File: config.mk
export PLATFORM = sky130hd
export DESIGN_NAME = mtsc_stat_counters
export DESIGN_NICKNAME = d
export VERILOG_FILES = /design/src/mtsc_pkg.sv /design/src/mtsc_sat_counter.sv /design/src/mtsc_byte_counter.sv /design/src/mtsc_stat_counters.sv
export SDC_FILE = /design/constraint.sdc
export NUM_CORES = 1
export LEC_CHECK = 0
export ABC_CLOCK_PERIOD_IN_PS = 5410
export BUFFER_PORTS_ARGS = -buffer_cell sky130_fd_sc_hd__buf_2
export CORE_ASPECT_RATIO = 0.6
export CORE_UTILIZATION = 62
export DETAILED_ROUTE_END_ITERATION = 8
export PLACE_DENSITY_LB_ADDON = 0.05
export SYNTH_ARGS = -nofsm -noshare
export SYNTH_HDL_FRONTEND = slang
export SYNTH_HIERARCHICAL = 1
export SYNTH_SLANG_ARGS = --single-unit
File: constraint.sdc
create_clock -name ref_clk_i -period 5.41 [get_ports ref_clk_i]
set_input_delay 0.541 -clock ref_clk_i [delete_from_list [all_inputs] [get_ports ref_clk_i]]
set_output_delay 0.541 -clock ref_clk_i [all_outputs]
set_load 0.01 [all_outputs]
File: src/mtsc_pkg.sv
package mtsc_pkg;

  // register page and word addresses of the statistics bank
  localparam logic [3:0] MTSC_MEMORY_MAP_SELECTOR = 4'h1;
  localparam logic [15:0] MTSC_DEFERRED_TX_FRAME_COUNT_ADDR = 16'h003F;
  localparam logic [15:0] MTSC_TX_CARRIER_LOSS_COUNT_ADDR = 16'h0040;
  localparam logic [15:0] MTSC_RX_BYTE_COUNT_LOW_ADDR = 16'h0041;
  localparam logic [15:0] MTSC_RX_BYTE_COUNT_HIGH_ADDR = 16'h0042;
  localparam logic [15:0] MTSC_RX_GOOD_FRAME_COUNT_ADDR = 16'h0043;

  // field widths, all fields start at bit 0
  localparam int MTSC_DEFERRED_TX_WIDTH = 18;
  localparam int MTSC_CARRIER_LOSS_WIDTH = 10;
  localparam int MTSC_RX_BYTE_WIDTH = 48;
  localparam int MTSC_RX_BYTE_LOW_WIDTH = 32;
  localparam int MTSC_RX_BYTE_HIGH_WIDTH = 16;
  localparam int MTSC_GOOD_FRAME_WIDTH = 32;
  localparam int MTSC_FIELD_LSB = 0;

  // register data and reset value
  localparam int MTSC_DATA_WIDTH = 32;
  localparam logic [31:0] MTSC_REG_RESET = 32'h0000_0000;
  localparam logic [31:0] MTSC_UNMAPPED_DATA = 32'h0000_0000;

  // width of the received frame length reported by the mac
  localparam int MTSC_FRAME_LEN_WIDTH = 16;

endpackage

File: src/mtsc_sat_counter.sv
`timescale 1ns/1ps
module mtsc_sat_counter #(
  parameter int WIDTH = 18
) (
  // clock and reset
  input wire logic ref_clk_i,
  input wire logic rst_n_i,
  // control
  input wire logic inc_i,
  input wire logic clr_i,
  // value
  output logic [WIDTH-1:0] count_o
);

  localparam logic [WIDTH-1:0] MAX_COUNT = {WIDTH{1'b1}};
  localparam logic [WIDTH-1:0] ZERO = '0;
  localparam logic [WIDTH-1:0] ONE = {{(WIDTH-1){1'b0}}, 1'b1};

  logic [WIDTH-1:0] count;
  logic [WIDTH-1:0] next_count;

  // an event in the clearing cycle opens the new interval with one
  always_comb
  begin
    next_count = count;
    if (clr_i)
    begin
      next_count = inc_i ? ONE : ZERO;
    end
    else if (inc_i && (count != MAX_COUNT))
    begin
      next_count = count + ONE;
    end
  end

  always_ff @(posedge ref_clk_i)
  begin
    if (!rst_n_i)
    begin
      count <= ZERO;
    end
    else
    begin
      count <= next_count;
    end
  end

  assign count_o = count;

endmodule

File: src/mtsc_byte_counter.sv
`timescale 1ns/1ps
module mtsc_byte_counter #(
  parameter int LEN_WIDTH = mtsc_pkg::MTSC_FRAME_LEN_WIDTH
) (
  // clock and reset
  input wire logic ref_clk_i,
  input wire logic rst_n_i,
  // received frame length
  input wire logic add_i,
  input wire logic [LEN_WIDTH-1:0] len_i,
  // host reads
  input wire logic rd_low_i,
  input wire logic rd_high_i,
  // values
  output logic [mtsc_pkg::MTSC_RX_BYTE_LOW_WIDTH-1:0] low_o,
  output logic [mtsc_pkg::MTSC_RX_BYTE_HIGH_WIDTH-1:0] high_o
);

  localparam int CW = mtsc_pkg::MTSC_RX_BYTE_WIDTH;
  localparam int LW = mtsc_pkg::MTSC_RX_BYTE_LOW_WIDTH;
  localparam int HW = mtsc_pkg::MTSC_RX_BYTE_HIGH_WIDTH;

  logic [CW-1:0] count;
  logic [CW-1:0] next_count;
  logic [CW-1:0] snap;
  logic [CW-1:0] next_snap;
  logic low_seen;
  logic next_low_seen;
  logic [CW-1:0] add_val;

  assign add_val = add_i ? CW'(len_i) : '0;

  always_comb
  begin
    next_count = count + add_val;
    next_snap = snap;
    next_low_seen = low_seen;
    if (rd_low_i)
    begin
      // whole value is frozen so the later clear removes exactly what was shown
      next_snap = count;
      next_low_seen = 1'b1;
    end
    else if (rd_high_i && low_seen)
    begin
      // subtracting instead of zeroing keeps bytes that arrived between the two reads
      next_count = count - snap + add_val;
      next_snap = '0;
      next_low_seen = 1'b0;
    end
  end

  always_ff @(posedge ref_clk_i)
  begin
    if (!rst_n_i)
    begin
      count <= '0;
      snap <= '0;
      low_seen <= 1'b0;
    end
    else
    begin
      count <= next_count;
      snap <= next_snap;
      low_seen <= next_low_seen;
    end
  end

  assign low_o = count[LW-1:0];
  assign high_o = snap[CW-1:LW];

endmodule

File: src/mtsc_stat_counters.sv
`timescale 1ns/1ps
// Contract
// - deferred-transmit field is 18 bits, counts frames sent after deferral
// - deferred-transmit count saturates at its maximum, never wraps
// - deferred, carrier-loss and good-frame counts return value then clear on read
// - carrier-loss field is 10 bits, counts frames with carrier dropped or absent
// - carrier-loss count saturates at its maximum, never wraps
// - byte count adds whole frame length, destination address through checksum
// - byte count is 48 bits and wraps to zero past its maximum
// - reading low word latches upper bits into high word for a snapshot
// - high word shows upper 16 bits in low half, upper half reads zero
// - byte count subtracts the low-read snapshot only when a high word read follows a low word read
// - good-frame count is 32 bits, counts frames received without error
// - good-frame count saturates at its maximum, never wraps
module mtsc_stat_counters (
  // clock and reset
  input wire logic ref_clk_i,
  input wire logic rst_n_i,
  // register read port
  input wire logic rd_stb_i,
  input wire logic [3:0] rd_memory_map_selector_i,
  input wire logic [15:0] rd_addr_i,
  output logic [31:0] rd_data_o,
  output logic rd_ack_o,
  output logic rd_hit_o,
  // mac transmit events
  input wire logic tx_deferred_frame_i,
  input wire logic tx_carrier_loss_frame_i,
  // mac receive events
  input wire logic rx_frame_done_i,
  input wire logic [mtsc_pkg::MTSC_FRAME_LEN_WIDTH-1:0] rx_frame_len_i,
  input wire logic rx_frame_ok_i
);

  logic [mtsc_pkg::MTSC_DEFERRED_TX_WIDTH-1:0] deferred_cnt;
  logic [mtsc_pkg::MTSC_CARRIER_LOSS_WIDTH-1:0] carrier_cnt;
  logic [mtsc_pkg::MTSC_GOOD_FRAME_WIDTH-1:0] good_cnt;
  logic [mtsc_pkg::MTSC_RX_BYTE_LOW_WIDTH-1:0] byte_low;
  logic [mtsc_pkg::MTSC_RX_BYTE_HIGH_WIDTH-1:0] byte_high;

  logic page_hit;
  logic rd_deferred;
  logic rd_carrier;
  logic rd_byte_low;
  logic rd_byte_high;
  logic rd_good;
  logic [31:0] read_mux;
  logic mapped;

  logic [31:0] rd_data;
  logic [31:0] next_rd_data;
  logic rd_ack;
  logic next_rd_ack;
  logic rd_hit;
  logic next_rd_hit;

  assign page_hit = rd_stb_i && (rd_memory_map_selector_i == mtsc_pkg::MTSC_MEMORY_MAP_SELECTOR);

  // address decode and read data, every field zero-extended
  always_comb
  begin
    rd_deferred = 1'b0;
    rd_carrier = 1'b0;
    rd_byte_low = 1'b0;
    rd_byte_high = 1'b0;
    rd_good = 1'b0;
    mapped = 1'b1;
    read_mux = mtsc_pkg::MTSC_UNMAPPED_DATA;
    if (!page_hit)
    begin
      mapped = 1'b0;
    end
    else if (rd_addr_i == mtsc_pkg::MTSC_DEFERRED_TX_FRAME_COUNT_ADDR)
    begin
      rd_deferred = 1'b1;
      read_mux = 32'(deferred_cnt);
    end
    else if (rd_addr_i == mtsc_pkg::MTSC_TX_CARRIER_LOSS_COUNT_ADDR)
    begin
      rd_carrier = 1'b1;
      read_mux = 32'(carrier_cnt);
    end
    else if (rd_addr_i == mtsc_pkg::MTSC_RX_BYTE_COUNT_LOW_ADDR)
    begin
      rd_byte_low = 1'b1;
      read_mux = byte_low;
    end
    else if (rd_addr_i == mtsc_pkg::MTSC_RX_BYTE_COUNT_HIGH_ADDR)
    begin
      rd_byte_high = 1'b1;
      read_mux = 32'(byte_high);
    end
    else if (rd_addr_i == mtsc_pkg::MTSC_RX_GOOD_FRAME_COUNT_ADDR)
    begin
      rd_good = 1'b1;
      read_mux = good_cnt;
    end
    else
    begin
      mapped = 1'b0;
    end
  end

  // data is sampled before the clear lands, so the host sees the old count
  always_comb
  begin
    next_rd_ack = rd_stb_i;
    next_rd_hit = mapped;
    next_rd_data = rd_stb_i ? read_mux : rd_data;
  end

  always_ff @(posedge ref_clk_i)
  begin
    if (!rst_n_i)
    begin
      rd_data <= mtsc_pkg::MTSC_REG_RESET;
      rd_ack <= 1'b0;
      rd_hit <= 1'b0;
    end
    else
    begin
      rd_data <= next_rd_data;
      rd_ack <= next_rd_ack;
      rd_hit <= next_rd_hit;
    end
  end

  assign rd_data_o = rd_data;
  assign rd_ack_o = rd_ack;
  assign rd_hit_o = rd_hit;

  mtsc_sat_counter #(
    .WIDTH(mtsc_pkg::MTSC_DEFERRED_TX_WIDTH)
  ) u_deferred (
    .ref_clk_i(ref_clk_i),
    .rst_n_i(rst_n_i),
    .inc_i(tx_deferred_frame_i),
    .clr_i(rd_deferred),
    .count_o(deferred_cnt)
  );

  mtsc_sat_counter #(
    .WIDTH(mtsc_pkg::MTSC_CARRIER_LOSS_WIDTH)
  ) u_carrier (
    .ref_clk_i(ref_clk_i),
    .rst_n_i(rst_n_i),
    .inc_i(tx_carrier_loss_frame_i),
    .clr_i(rd_carrier),
    .count_o(carrier_cnt)
  );

  mtsc_sat_counter #(
    .WIDTH(mtsc_pkg::MTSC_GOOD_FRAME_WIDTH)
  ) u_good (
    .ref_clk_i(ref_clk_i),
    .rst_n_i(rst_n_i),
    .inc_i(rx_frame_ok_i),
    .clr_i(rd_good),
    .count_o(good_cnt)
  );

  // high word is only meaningful after a low read, as the host must order them
  mtsc_byte_counter #(
    .LEN_WIDTH(mtsc_pkg::MTSC_FRAME_LEN_WIDTH)
  ) u_bytes (
    .ref_clk_i(ref_clk_i),
    .rst_n_i(rst_n_i),
    .add_i(rx_frame_done_i),
    .len_i(rx_frame_len_i),
    .rd_low_i(rd_byte_low),
    .rd_high_i(rd_byte_high),
    .low_o(byte_low),
    .high_o(byte_high)
  );

endmodule

==> flow_summary.json <==
{
  "grt.overflow.total": 0,
  "rows": 42,
  "endpoint_kind": "flip-flop",
  "muxShareOfSynthArea_pct": 1.07,
  "ir_drop_mv": 0.277,
  "p_per_area_mw_per_mm2": 260,
  "finalWirelength_um": 40900,
  "critPathMaxFanout": 6,
  "cts_tree": "done",
  "initial_utilization_pct": 63.5,
  "synth_top_area_cell": "dfxtp_1",
  "synthAdderAreaFrac_pct": 11.2,
  "drtPass1Iterations": 6,
  "path_clk_slew_ps": 70,
  "synth_warnings": 6,
  "drtIter0Drc": 1675,
  "relSlewSlack_pct": 31.9,
  "die_area_sq_mm": 0.0233,
  "synth_top_family_by_area": "compound AO/OA/AOI/OAI gates",
  "gp_congestion": 0.996,
  "grt_pass1_wl_um": 64000,
  "yosysMostFrequentCell": "dfxtp_1",
  "fmax_ghz": 0.226,
  "cts_resized": 0,
  "timing.final.crit_share_pct": 81.8,
  "start_kind": "flip-flop",
  "coreArea_sq_mm": 0.0221,
  "synth_xor_area_share_pct": 5.68,
  "hold_violations": 0,
  "clk_latency_ps": 460,
  "grt_pass1_vias": 11600,
  "ys_top_cells_by_area": "dfxtp_1 27%, ha_1 8.7%, nor2_1 4.1%, a21oi_1 4.1%, a22oi_1 3.4%",
  "port_buffers": 76,
  "die_y_um": 119,
  "dr_total_vias": 13300,
  "p_leak_nw": 5.99,
  "cts_made_buffers": 17,
  "clockBufferDepth": 2,
  "grt_antenna_before_repair": 0,
  "grt_setup_unrepaired": "no",
  "path_class": "reg -> reg",
  "ys_async_sr_fraction_pct": 0,
  "cp.arrival_ps": 4800,
  "cpMostUsedCell": "fa_1",
  "final-setup-viol-count": 0,
  "io-pin-count": 77,
  "syn2layout_area_growth_pct": 5.61,
  "worst_pin_slew_ps": 1010,
  "hpwl_um": 30600,
  "grt_util_all_layers_pct": 35.1,
  "fin_skew_ps": 10.2,
  "finalPower_w": 0.00385,
  "min_path_type": "in -> reg",
  "layout-drive-gt1-share_pct": 10.6,
  "period_needed_ps": 4430,
  "synth-seq-area-share_pct": 27.2,
  "synth.cell_area_sq_mm": 0.0140,
  "regArea_sq_mm": 0.00382,
  "drc": 0,
  "crit_slowest_cell": "a2111oi_2",
  "cpPeakStageDelay_ps": 580,
  "yosys.area.top_type_share_pct": 27.2,
  "final_antenna_net_count": 0,
  "synth-seq-cells": 191,
  "ys.flop_type": "dfxtp_1",
  "fill_cells": 1866,
  "slew_viol_final": 0,
  "path_cells": "inv_1, fa_1, fa_1, nand2b_1, a211oi_2, o21ai_1, a2111oi_2, nor3_1, o31ai_1, a31oi_1, or4_1, o211ai_1",
  "syn_nets": 1886,
  "avgSynthCellArea_sq_um": 8.12,
  "hold_buffers": 0,
  "synth_compound_gate_area_share_pct": 25.2,
  "synth_cell_types": 96,
  "synthSimpleGateAreaFrac_pct": 21.4,
  "nets": 1870,
  "cts_setup_buffers": 0,
  "synth-edff-count": 0,
  "cts_root_buffer": "clkbuf_16",
  "clock-sinks": 191,
  "multi_input_area_sq_mm": 0.00908,
  "status": "finished, final reports clean",
  "synth_cells": 1728,
  "grt_max_degree": 35,
  "cap_violations": 0,
  "avgViaCountPerCell": 6.55,
  "htree_levels": 4,
  "finalSetupTns_ps": 0,
  "die_x_um": 196,
  "wire_per_inst_um": 20.1,
  "synth_common_cells": "191 x dfxtp_1, 155 x nor2_1, 124 x inv_1",
  "crit_required_ps": 5780,
  "diodes": 0
}
## worst max-delay path: cells and delay by family, from the launching register on
family          cells  cell delay [ps]
compound gates      6             1870
fa+ha+maj           2              980
simple gates        3              930
flops               1              470
buf+inv             1              100
## placed cells by master, fill, tap and decap left out, types with 13 or more instances in the layout
master / instances
a22oi_1: 64
nor3_1: 26
o22ai_1: 14
a211oi_1: 28
buf_4: 14
a21oi_1: 115
xor2_1: 39
nor2_1: 154
o21bai_1: 14
dfxtp_1: 191
nand3_1: 54
a21o_1: 39
buf_2: 76
nor2b_1: 15
o211ai_1: 13
a2bb2oi_1: 13
o21a_1: 13
xnor2_1: 52
nand2b_1: 14
inv_1: 123
and4_1: 17
nand4_1: 40
or4_1: 15
a31oi_1: 15
o21ai_0: 58
and3_1: 21
fa_1: 17
a221oi_1: 14
clkbuf_16: 17
nand2_1: 115
or3_1: 22
ha_1: 98
## state kept, by name, indices dropped and copies added, names as in the netlist
| signal | cells |
|---|---|
| u_bytes/count | 48 |
| u_bytes/snap | 48 |
| rd_data_o | 32 |
| u_good/count_o | 32 |
| u_deferred/count_o | 18 |
| u_carrier/count_o | 10 |
| rd_ack_o | 1 |
| rd_hit_o | 1 |
| u_bytes/low_seen | 1 |
## logic make-up after synthesis
logic type,after synthesis
simple gates,560
compound gates,507
buf+inv,250
flops,191
fa+ha+maj,115
xor+xnor,91
mux,14
## layout make-up
type                       count  share of cell area (%)
clock inverter                11                   0.878
multi-input combinational   1287                    61.2
inverter                     125                    3.16
tap                          308                    2.60
timing repair buffer          90                    3.27
clock buffer                  20                    3.08
sequential                   191                    25.8
## path summary, 6_finish.rpt
| path | start | endpoint | slack [ps] | cells past startpoint |
|---|---|---|---|---|
| max | u_bytes/count[1] | u_bytes/count[44] | 980 | 12 |
| min reg2reg | rd_data_o[28] | rd_data_o[28] | 480 | 2 |
| min | rx_frame_ok_i | u_good/count_o[1] | 450 | 3 |
| max reg2reg | u_bytes/count[1] | u_bytes/count[44] | 980 | 12 |
## report_power, final
group	switching, W	internal, W	total, W
registers	0.0000498	0.00143	0.00148
logic	0.000636	0.000436	0.00107
clock network	0.000584	0.000707	0.00129
## metrics by stage
step / utilization, % / setup WS [ps] / hold slack, ps / area (sq um) / instances
floorplan: - / 1270 / 448 / 14000 / 1728
global placement: 64.4 / 925 / 459 / 14200 / 2001
detailed placement: 64.4 / 761 / 474 / 14200 / 2001
CTS: 67.0 / 1100 / 410 / 14800 / 2032
global route: 67.0 / 761 / 435 / 14800 / 2032
finish: 67.0 / 984 / 445 / 14800 / 2032
## metal layers
layer	global-route usage (%)	wire, um	share of wire [%]	vias to the layer above
li1	-	-	-	6257
met1	53.4	19200	47	6324
met2	48.5	16700	41	687
met3	7.62	4490	11	37
met4	10.0	575	1.4	0
met5	0	0	0	-
No activity file was read; power rests on OpenSTA's default activity.
